`config.mk`:
```
export PLATFORM = sky130hd
export DESIGN_NAME = wwd_top
export DESIGN_NICKNAME = d
export VERILOG_FILES = /design/src/wwd_pkg.sv /design/src/wwd_sync.sv /design/src/wwd_top.sv
export SDC_FILE = /design/constraint.sdc
export NUM_CORES = 1
export LEC_CHECK = 0
export BUFFER_PORTS_ARGS = -buffer_cell sky130_fd_sc_hd__buf_2
export CAP_MARGIN = 40
export CORE_UTILIZATION = 46
export CTS_CLUSTER_DIAMETER = 80
export DETAILED_ROUTE_END_ITERATION = 8
export PLACE_DENSITY = 0.69
export SYNTH_ARGS = -nofsm -noshare
export SYNTH_HDL_FRONTEND = slang
export SYNTH_SLANG_ARGS = --single-unit
```
`constraint.sdc`:
```
create_clock -name core_clk -period 4.95 [get_ports core_clk]
set_input_delay 0.99 -clock core_clk [delete_from_list [all_inputs] [get_ports core_clk]]
set_output_delay 0.99 -clock core_clk [all_outputs]
set_load 0.03 [all_outputs]
```
`src/wwd_pkg.sv`:
```
// constants for the window watchdog
package wwd_pkg;
  // clock and timing
  localparam int unsigned CLK_FREQ_HZ       = 20_000_000;
  localparam int unsigned CYC_PER_MS        = CLK_FREQ_HZ / 1000;
  localparam int unsigned BASE_PERIOD_MS    = 10;
  localparam int unsigned BASE_PERIOD_CYC   = BASE_PERIOD_MS * CYC_PER_MS;
  localparam int unsigned INIT_TIMEOUT_MS   = 100;
  localparam int unsigned INIT_TIMEOUT_CYC  = INIT_TIMEOUT_MS * CYC_PER_MS;
  localparam int unsigned CNT_W             = 32;

  // register map
  localparam logic [7:0] CFG_OFFSET         = 8'h10;
  localparam logic [7:0] SERVICE_OFFSET     = 8'h11;

  // config register fields
  localparam int unsigned DISABLED_BIT      = 7;
  localparam int unsigned WINDOW_OPEN_BIT   = 6;
  localparam int unsigned SEL_MSB           = 2;
  localparam logic [2:0]  SEL_RESET         = 3'h0;

  // service values
  localparam logic [7:0] SERVICE_FIRST      = 8'hAA;
  localparam logic [7:0] SERVICE_SECOND     = 8'h55;

  // watchdog states
  typedef enum logic [1:0] {
    WWD_HALT    = 2'b00,
    WWD_INIT    = 2'b01,
    WWD_WINDOW  = 2'b10,
    WWD_RSTWAIT = 2'b11
  } wwd_state_type;
endpackage

```
`src/wwd_sync.sv`:
```
// two flip-flop level synchroniser
`timescale 1ns/10ps
`default_nettype none
module wwd_sync (
  input  wire logic core_clk,
  input  wire logic arst_n,
  input  wire logic async_in,
  output logic      sync_out
);
  logic meta_q;

  // first stage feeds only the second
  always_ff @(posedge core_clk or negedge arst_n) begin
    if (!arst_n) begin
      meta_q   <= 1'b0;
      sync_out <= 1'b0;
    end else begin
      meta_q   <= async_in;
      sync_out <= meta_q;
    end
  end
endmodule
`default_nettype wire

```
`src/wwd_top.sv`:
```
// window watchdog with config and service registers
`timescale 1ns/10ps
`default_nettype none
// Operation
// - The watchdog supervises only in normal mode and idles in low power.
// - The counter runs on the base clock, apart from register access timing.
// - A three-bit select sets the period from 10 ms doubling up to 1280 ms.
// - After reset a fixed plain timeout runs, window flag set, select free.
// - Initial timeout without service or a first value not 0xAA resets.
// - In windowed mode the first half of the period refuses a clear.
// - The expected value in the open window clears and flips expectation.
// - Period expiry or a wrong value in windowed mode forces a reset.
// - Bit 6 of the config register shows the window is open.
// - Bit 7 shows external disable and reads set during stop mode.
// - Test disable holds the watchdog off, resets service, then reinits.
// - Service writes while disabled are ignored entirely.
// - Low power stops the counter and resets the service register.
module wwd_top
  import wwd_pkg::*;
#(
  parameter int unsigned BASE_CYCLES  = BASE_PERIOD_CYC,
  parameter int unsigned INIT_CYCLES  = INIT_TIMEOUT_CYC,
  parameter bit          CLOSED_RESET = 1'b1
) (
  input  wire logic       core_clk,
  input  wire logic       arst_n,
  input  wire logic       normal_mode,
  input  wire logic       stop_mode,
  input  wire logic       test_disable,
  input  wire logic [7:0] reg_addr,
  input  wire logic [7:0] reg_wdata,
  input  wire logic       reg_wr,
  input  wire logic       reg_rd,
  output logic      [7:0] reg_rdata_q,
  output logic            wdt_reset_req_q,
  output logic            window_open_flag_q,
  output logic            disabled_flag_q
);
  wwd_state_type      state_q, state_d;
  logic [CNT_W-1:0]   cnt_q, cnt_d;
  logic [2:0]         timeout_select_q;
  logic               expect_second_q, expect_second_d;
  logic               normal_s, stop_s, test_s;
  logic               req_d;

  // mode pins cross into the watchdog clock
  wwd_sync u_sync_normal (
    .core_clk (core_clk),
    .arst_n   (arst_n),
    .async_in (normal_mode),
    .sync_out (normal_s)
  );
  wwd_sync u_sync_stop (
    .core_clk (core_clk),
    .arst_n   (arst_n),
    .async_in (stop_mode),
    .sync_out (stop_s)
  );
  wwd_sync u_sync_test (
    .core_clk (core_clk),
    .arst_n   (arst_n),
    .async_in (test_disable),
    .sync_out (test_s)
  );

  // decode and derived timing
  wire              active_w   = normal_s & ~test_s;
  wire              cfg_sel_w  = (reg_addr == CFG_OFFSET);
  wire              svc_sel_w  = (reg_addr == SERVICE_OFFSET);
  wire              cfg_wr_w   = reg_wr & cfg_sel_w;
  wire              svc_wr_w   = reg_wr & svc_sel_w & active_w;
  wire [CNT_W-1:0]  base_w     = CNT_W'(BASE_CYCLES);
  wire [CNT_W-1:0]  period_w   = base_w << timeout_select_q;
  wire [CNT_W-1:0]  half_w     = period_w >> 1;
  wire [CNT_W-1:0]  init_end_w = CNT_W'(INIT_CYCLES - 1);
  wire              in_open_w  = (cnt_q >= half_w);
  wire              open_w     = (state_q == WWD_INIT) |
                                 ((state_q == WWD_WINDOW) & in_open_w);
  wire [7:0]        expect_w   = expect_second_q ? SERVICE_SECOND
                                                 : SERVICE_FIRST;
  wire              disabled_w = test_s | stop_s;
  wire [7:0]        cfg_rd_w   = {disabled_w, open_w, 3'h0,
                                  timeout_select_q};

  // watchdog sequencing
  always_comb begin
    state_d         = state_q;
    cnt_d           = cnt_q + 1'b1;
    expect_second_d = expect_second_q;
    req_d           = 1'b0;
    case (state_q)
      WWD_HALT: begin
        cnt_d = '0;
        if (active_w) begin
          state_d = WWD_INIT;
        end
      end
      WWD_INIT: begin
        if (svc_wr_w) begin
          if (reg_wdata == SERVICE_FIRST) begin
            state_d         = WWD_WINDOW;
            cnt_d           = '0;
            expect_second_d = 1'b1;
          end else begin
            req_d   = 1'b1;
            state_d = WWD_RSTWAIT;
          end
        end else if (cnt_q >= init_end_w) begin
          req_d   = 1'b1;
          state_d = WWD_RSTWAIT;
        end
      end
      WWD_WINDOW: begin
        if (svc_wr_w) begin
          if (!in_open_w) begin
            if (CLOSED_RESET) begin
              req_d   = 1'b1;
              state_d = WWD_RSTWAIT;
            end
          end else if (reg_wdata == expect_w) begin
            cnt_d           = '0;
            expect_second_d = ~expect_second_q;
          end else begin
            req_d   = 1'b1;
            state_d = WWD_RSTWAIT;
          end
        end else if (cnt_q >= period_w - 1'b1) begin
          req_d   = 1'b1;
          state_d = WWD_RSTWAIT;
        end
      end
      WWD_RSTWAIT: begin
        cnt_d = cnt_q;
      end
      default: begin
        state_d = WWD_HALT;
      end
    endcase
    if (!active_w && state_q != WWD_RSTWAIT) begin
      state_d         = WWD_HALT;
      cnt_d           = '0;
      expect_second_d = 1'b0;
      req_d           = 1'b0;
    end
  end

  // state and counter
  always_ff @(posedge core_clk or negedge arst_n) begin
    if (!arst_n) begin
      state_q         <= WWD_INIT;
      cnt_q           <= '0;
      expect_second_q <= 1'b0;
      wdt_reset_req_q <= 1'b0;
    end else begin
      state_q         <= state_d;
      cnt_q           <= cnt_d;
      expect_second_q <= expect_second_d;
      wdt_reset_req_q <= req_d;
    end
  end

  // config register and read port
  always_ff @(posedge core_clk or negedge arst_n) begin
    if (!arst_n) begin
      timeout_select_q   <= SEL_RESET;
      reg_rdata_q        <= 8'h00;
      window_open_flag_q <= 1'b0;
      disabled_flag_q    <= 1'b0;
    end else begin
      if (cfg_wr_w) begin
        timeout_select_q <= reg_wdata[SEL_MSB:0];
      end
      if (reg_rd) begin
        reg_rdata_q <= cfg_sel_w ? cfg_rd_w : 8'h00;
      end
      window_open_flag_q <= open_w;
      disabled_flag_q    <= disabled_w;
    end
  end
endmodule
`default_nettype wire

```
# After elaboration in Yosys (flattened, before gate mapping)
# Cells that the tools add are included.
# totals
ff_bits	55
latchBits	0
ram_bits	0
romBits	0
inputBits	23
elab_cells	89
mem_count	0
# classes
n_addsub	2
mul	0
div	0
magnitude_cmp	3
eq_ne	18
n_shift	1
mux	35
bitwise_logic	9
reduce_logical	7
# ops
operator	n
$mux W32	6
$pmux W32 S3	1
$add A32 B1 Y32 const B	1
$ge A32 B21 Y1 const B	1
$ge A32 B31 Y1	1
$ge A32 B32 Y1	1
$shl A18 B3 Y32 const A	1
$sub A32 B1 Y32 const B	1
$eq A8 B5 Y1 const B	2
$mux W2	8
$mux W8	2
$mux W1	15
$ne A3 B2 Y1 const B	3
$eq A8 B8 Y1	1
$eq A8 B8 Y1 const B	1
$ne A4 B2 Y1 const B	2
$ne A3 B1 Y1 const B	2
$pmux W2 S3	1
$reduce_and A6 Y1	1
$and A1 B1 Y1	5
$ne A5 B4 Y1 const B	1
$reduce_and A5 Y1	1
$eq A2 B2 Y1 const B	2
$ne A2 B2 Y1 const B	2
other kinds (10)	13

# Longest topological paths before layout
# Gate-level depths: netlist (run 1).
# logic_depth
ltp_word	7
depth_mapped	17

# By module
# A second synthesis (run 1) with hierarchy kept.
# hier_totals
cells_unflattened	526
area_unflattened_um2	4566.9
# modules_own_cells
mod	n_inst	cells_each	area_each_um2	seq_area_each_um2
wwd_top	1	520	4416.7	1152.4
wwd_sync	3	2	50.0	50.0

# Worst setup path after synthesis (run 1)
# No wires, ideal clock.
# synth_path
path_type	reg-to-reg
start	register timeout_select_q[1]
end	register state_q[1]
arrival_ns	3.820
path_slack_ns	1.005
stages_incl_launch_ff	17
synth_period_minus_slack_ns	3.945
path_cell_list	dfrtp_1 inv_1 ha_1 o21bai_1 nand2_1 nor3b_1 nand3_1 a21oi_1 o2111ai_1 a211o_1 ha_1 o21a_1 a22oi_1 nand4_1 o221a_2 a21oi_1 mux2_2
# synth_via
elab_chain_cells	6
# synth_lines
element	line	source
from (decl)	wwd_top.sv:41	logic [2:0] timeout_select_q;
from (signal assigned)	wwd_top.sv:171	timeout_select_q <= reg_wdata[SEL_MSB:0];
$shl A18 B3 Y32 *	wwd_top.sv:73	wire [CNT_W-1:0] period_w = base_w << timeout_select_q;
branches (longest 5 deep; another with $sub A32 B1 Y32)	-	
to (signal assigned)	wwd_top.sv:155	state_q <= state_d;
to (decl)	wwd_top.sv:39	wwd_state_type state_q, state_d;
# Mark *: on every way between the ends.
# A chain may end at the register's enable or synchronous reset.

# Worst setup path in the final report (run 1)
# Ends and elaborated chain as after synthesis.

==> results of run 1 <==
-- critical path, cell delays in order, from the launching register on --
cell,delay [ns]
dfrtp_1,0.62
inv_1,0.24
ha_1,0.28
o21bai_1,0.31
nand2_1,0.15
nor3b_1,0.32
nand3_1,0.21
a21oi_1,0.19
o2111ai_1,0.12
a211o_1,0.34
ha_1,0.30
o21a_1,0.11
a22oi_1,0.22
nand4_1,0.12
o221a_2,0.24
a21oi_1,0.24
mux2_2,0.36
-- cell type report --
cell class | instances | area [um2] | area share
multi-input combinational | 380 | 2674 | 0.5908
sequential | 52 | 1303 | 0.2878
timing repair buffer | 34 | 180.2 | 0.03981
tap | 108 | 135.1 | 0.02986
inverter | 30 | 112.6 | 0.02488
clock buffer | 6 | 82.58 | 0.01825
clock inverter | 2 | 38.79 | 0.008571
-- state kept, by name (all words and copies together) (netlist names) --
signal and count:
disabled_flag_q 1, u_sync_test.sync_out 1, cnt_q 32, u_sync_normal.sync_out 1, u_sync_normal.meta_q 1, wdt_reset_req_q 1, u_sync_stop.meta_q 1, timeout_select_q 3
u_sync_test.meta_q 1, u_sync_stop.sync_out 1, reg_rdata_q 5, state_q 2, expect_second_q 1, window_open_flag_q 1
-- power breakdown --
group / switching, mW / internal, mW / total (mW)
clock: 0.151 / 0.166 / 0.317
sequential: 0.0109 / 0.437 / 0.447
combinational: 0.110 / 0.0648 / 0.175
-- layout by cell type, fill, tap and decap left out, types with 4 or more instances in the layout --
cell / instances
ha_1: 60
dfrtp_1: 51
nand2_1: 48
nor2_1: 46
nand3_1: 32
inv_1: 30
buf_2: 30
a21oi_1: 22
o21ai_0: 21
xor2_1: 12
xnor2_1: 12
nand4_1: 11
nor3_1: 10
nand2b_1: 8
a21o_1: 7
mux2_2: 6
clkbuf_8: 6
and3_1: 5
o311ai_1: 5
a22o_1: 5
nor4_1: 4
nor4bb_1: 4
buf_4: 4
-- logic make-up (layout without fill, tap and decap cells) --
family,Yosys count,in the layout
flip-flops,52,52
XOR/XNOR,24,24
buffers and inverters,45,72
adder cells (fa/ha/maj),61,61
AO/OA/AOI/OAI,91,91
multiplexers,9,9
AND/OR/NAND/NOR,192,192
other,1,3
-- per-stage QoR --
step           utilization  total power [mW]
2_1_floorplan            -            0.5748
3_3_place_gp        0.5050            0.6247
3_5_place_dp        0.5050            0.6286
4_1_cts             0.5189            0.9496
5_1_grt             0.5189            0.9877
6_report            0.5189            0.9390
-- metal layers --
layer  track usage  routed length [um]
met2        0.3386                4509
met3       0.03453                 274
met1        0.2991                4714
met5             0                   0
met4       0.04707                 145
-- worst paths after layout --
path,start,end,slack [ns],cells after the start
max in group asynchronous,arst_n,cnt_q[3],3.73,2
hold reg to reg,u_sync_normal.meta_q,u_sync_normal.sync_out,0.36,0
setup / recovery,timeout_select_q[1],state_q[1],0.47,16
setup reg to reg,timeout_select_q[1],state_q[1],0.47,16
min in group asynchronous,arst_n,cnt_q[21],0.79,2
hold / removal,u_sync_normal.meta_q,u_sync_normal.sync_out,0.36,0
==> results.yml, run 1 <==
outcome:
  status: "completed"
yosys:
  yosysTopAreaCellShare: 0.3070
  ys_seq_area_frac: 0.3134
  async_reset_ff_frac: 1.000
  synth_top_family_by_area: "simple AND/OR/NAND/NOR gates"
  yosysTopAreaCell: "dfrtp_1"
  synthMuxAreaShare: 0.02348
  ys.flop_type: "dfrtp_1"
  synth_xor_area_frac: 0.05057
  ys_types: 61
  netlist_area_um2: 4156
  yosysMostFrequentCell: "ha_1"
  synth_warnings: 0
  synth_edf_count: 0
  synth_compound_area_frac: 0.1448
  synthTopCellsByCount: "ha_1, dfrtp_1, nand2_1"
  syn_area_per_cell_um2: 8.750
  syn_inst: 475
  yosys_register_bits: 52
  synthAdderAreaFrac: 0.1854
  synth.area.top_cells: "dfrtp_1, ha_1, nand2_1"
  yosys.area_share.simple: 0.2363
setup_path:
  worstPathRequired_ns: 5.16
  crit_path_end_kind: "flip-flop"
  path_class: "reg -> reg"
  crit_fanout: 13
  arrival_ns: 4.69
  cp-start-kind: "flip-flop"
clocking:
  cts_sinks: 52
  clockBufferDepth: 2
  root_buffer: "clkbuf_8"
  path_clk_slew_ns: 0.10
  ctsHtreeMaxLevel: 2
  cts_buffers: 5
  cts_tree: "done"
  post_cts.repair.setup_buffers: 0
  clkLatencyLatePin_ns: 0.32
  cts-resized-gates: 0
  hold_buffers: 0
sta:
  tns_ns: 0
  setup_viol: 0
  grt_setup_unrepaired: "no"
  fin_skew_ns: 0.007706
  post-route-period-util: 0.9052
  whs_ns: 0.3593
  min_period_ns: 4.481
  hold_viol: 0
  slew_violations: 0
  setup_slack_ns: 0.4692
  fmax_mhz: 223.2
  worstMarginPinSlew_ns: 0.7330
  relSlewSlack: 0.4987
floorplan:
  fp-row-count: 34
  die_h_um: 97.06
  core_um2: 8721
  die-area_um2: 9420
  num_io_pins: 34
  fp.dieW_um: 97.06
  initial_core_util: 0.4766
placement:
  port_buffers: 30
  gp_congestion: 0.9471
  placed_cells: 604
  pre_cts_ws_ns: 0.5438
  dp_hpwl_um: 7427
  placed_area_um2: 4404
power:
  peakVddDrop_mv: 0.1019
  p_per_area_nw_per_um2: 207.5
  p_leak_nw: 2.034
global_routing:
  grt_usage: 0.2112
  grt_pass1_vias: 3279
  grt_pass1_wl_um: 16260
  antenna_found_initial: 0
  gr-total-overflow: 0
  grt_max_degree: 53
route:
  drcViolationCount: 0
  wl_um: 9644
  vias_per_cell: 5.755
  ant_nets: 0
  vias: 3522
  dr.pass1.iters: 4
  drt-initial-drc-count: 178
  wl_per_cell_um: 15.76
layout:
  diodes: 0
  design_area_um2: 4526
  fin_nets: 587
  areaGrowthSynthToFinish_pct: 8.880
  drive_gt1_frac: 0.1171
  fillCellCount: 813
  instances_no_fill: 612
worst_hold_path:
  hold_path_class: "reg -> reg"
flow_run:
  max_cap_viol_count: 0
No activity file was read; power rests on OpenSTA's default activity.
==> inputs of run 2 (changes only) <==
==> constraint.sdc (replaced) <==
create_clock -name core_clk -period 4.65 [get_ports core_clk]
set_input_delay 0.93 -clock core_clk [delete_from_list [all_inputs] [get_ports core_clk]]
set_output_delay 0.93 -clock core_clk [all_outputs]
set_load 0.03 [all_outputs]
==> run 2 against run 1 <==
Net effect: first-iteration DRC count down 5.6%; cell area down 0.33%; combinational power up 7%; global-route usage up 0.50 points; critical path depth unchanged; largest cell class unchanged.
==> results.yml, run 2 (synthesis results as in run 1) <==
outcome:
  status: "completed"
power:
  p_per_area_nw_per_um2: 209.4
  peakVddDrop_mv: 0.1265
  p_leak_nw: 2.024
setup_path:
  crit_fanout: 7
  worstPathRequired_ns: 4.86
  crit_path_end: "state_q[1]"
  crit_path_end_kind: "flip-flop"
  r2r_cells: 16
  timing.rr.start: "timeout_select_q[0]"
  path_class: "reg -> reg"
  ff2ff_setup_slack_ns: 0.40
  r2r-end: "state_q[1]"
  crit_start: "timeout_select_q[0]"
  cp-start-kind: "flip-flop"
  arrival_ns: 4.46
global_routing:
  antenna_found_initial: 0
  grt_pass1_wl_um: 16640
  grt_pass1_vias: 3418
  grt_max_degree: 53
  grt_usage: 0.2162
  gr-total-overflow: 0
layout:
  multi_input_comb_area_um2: 2678
  final_core_util: 0.5172
  drive_gt1_frac: 0.1208
  areaGrowthSynthToFinish_pct: 8.519
  diodes: 0
  top_register: "cnt_q"
  largest_reg_flops: 32
  reg_top3: "cnt_q x32, reg_rdata_q x5, timeout_select_q x3"
  layout_commonest_cell: "ha_1"
  fin_nets: 588
  final_cell_mix: "ha_1, dfrtp_1, nand2_1, nor2_1, nand3_1"
  regArea_um2: 1303
  fillCellCount: 816
floorplan:
  fp.dieW_um: 97.06
  initial_core_util: 0.4766
  core_um2: 8721
  num_io_pins: 34
  die_h_um: 97.06
  die-area_um2: 9420
  fp-row-count: 34
clocking:
  root_buffer: "clkbuf_8"
  clkLatencyLatePin_ns: 0.33
  clockBufferDepth: 2
  cts_buffers: 5
  ctsHtreeMaxLevel: 2
  path_clk_slew_ns: 0.10
  cts_sinks: 52
  post_cts.repair.setup_buffers: 0
  cts_tree: "done"
flow_run:
  max_cap_viol_count: 0
sta:
  whs_ns: 0.3569
  worstMarginPinSlew_ns: 0.7114
  post-route-period-util: 0.9146
  setup_viol: 0
  min_period_ns: 4.253
  fmax_mhz: 235.1
  hold_viol: 0
  tns_ns: 0
  relSlewSlack: 0.5134
  grt_setup_unrepaired: "no"
  fin_skew_ns: 0.01632
  slew_violations: 0
placement:
  port_buffers: 30
  gp_congestion: 0.9820
  dp_hpwl_um: 7346
route:
  drt-initial-drc-count: 168
  wl_um: 9638
  vias_per_cell: 5.824
  ant_nets: 0
  dr.pass1.iters: 5
  drcViolationCount: 0
  wl_per_cell_um: 15.72
  vias: 3570
worst_hold_path:
  hold_path_class: "reg -> reg"
[run 2: how the worst min path moves through the flow]
| stage | from | to | slack [ns] | cells after the start |
|---|---|---|---|---|
| after floorplan | u_sync_normal.meta_q | u_sync_normal.sync_out | 0.33 | 0 |
| after global placement | u_sync_test.meta_q | u_sync_test.sync_out | 0.33 | 0 |
| after detailed placement | u_sync_test.meta_q | u_sync_test.sync_out | 0.33 | 0 |
| after CTS | u_sync_test.meta_q | u_sync_test.sync_out | 0.36 | 0 |
| after global routing | u_sync_normal.meta_q | u_sync_normal.sync_out | 0.37 | 0 |
| final | u_sync_normal.meta_q | u_sync_normal.sync_out | 0.36 | 0 |
[run 2: worst max-delay path, cell delays in order, from the launching register on]
cell       delay (ns)
dfrtp_1          0.50
inv_1            0.16
ha_1             0.31
a21oi_1          0.32
nor3b_1          0.37
nand3_1          0.19
a21oi_1          0.21
o2111ai_1        0.12
a211o_1          0.32
ha_1             0.30
nand4_1          0.09
nor2_1           0.14
nand2_1          0.08
a311oi_1         0.38
o221a_2          0.26
a21oi_1          0.09
mux2_2           0.28
[run 2: area by class of cell]
| type | instances | area share |
|---|---|---|
| well taps | 108 | 0.02996 |
| repair buffers | 35 | 0.04161 |
| flip-flops and latches | 52 | 0.2888 |
| inverters | 30 | 0.02497 |
| multi-input cells | 380 | 0.5936 |
| clock inverters | 3 | 0.005825 |
| clock buffers | 5 | 0.01526 |
[run 2: timing repair]
action / in CTS / in global routing
setup endpoints to repair: 0 / 1
gates resized for setup: 0 / 1
hold buffers: 0 / 0
[run 2: report_power, final]
| part | internal, mW | total, mW | switching (mW) |
|---|---|---|---|
| clock | 0.110 | 0.281 | 0.172 |
| sequential | 0.465 | 0.475 | 0.0102 |
| combinational | 0.0698 | 0.188 | 0.118 |
[run 2: metal layers]
layer | global-route usage | wire length, um
met5 | 0 | 0
met4 | 0.06085 | 160
met3 | 0.04029 | 408
met2 | 0.3537 | 4550
met1 | 0.2921 | 4518
[run 2: stage by stage]
| step | setup WS, ns | cell area, um2 | cells | total power, mW |
|---|---|---|---|---|
| floorplan | 0.7051 | 4164 | 477 | 0.6119 |
| global placement | 0.5887 | 4412 | 605 | 0.6651 |
| detailed placement | 0.3765 | 4412 | 605 | 0.6695 |
| CTS | 0.3163 | 4507 | 613 | 0.9512 |
| global route | 0.04432 | 4511 | 613 | 0.9972 |
| finish | 0.3973 | 4511 | 613 | 0.9445 |
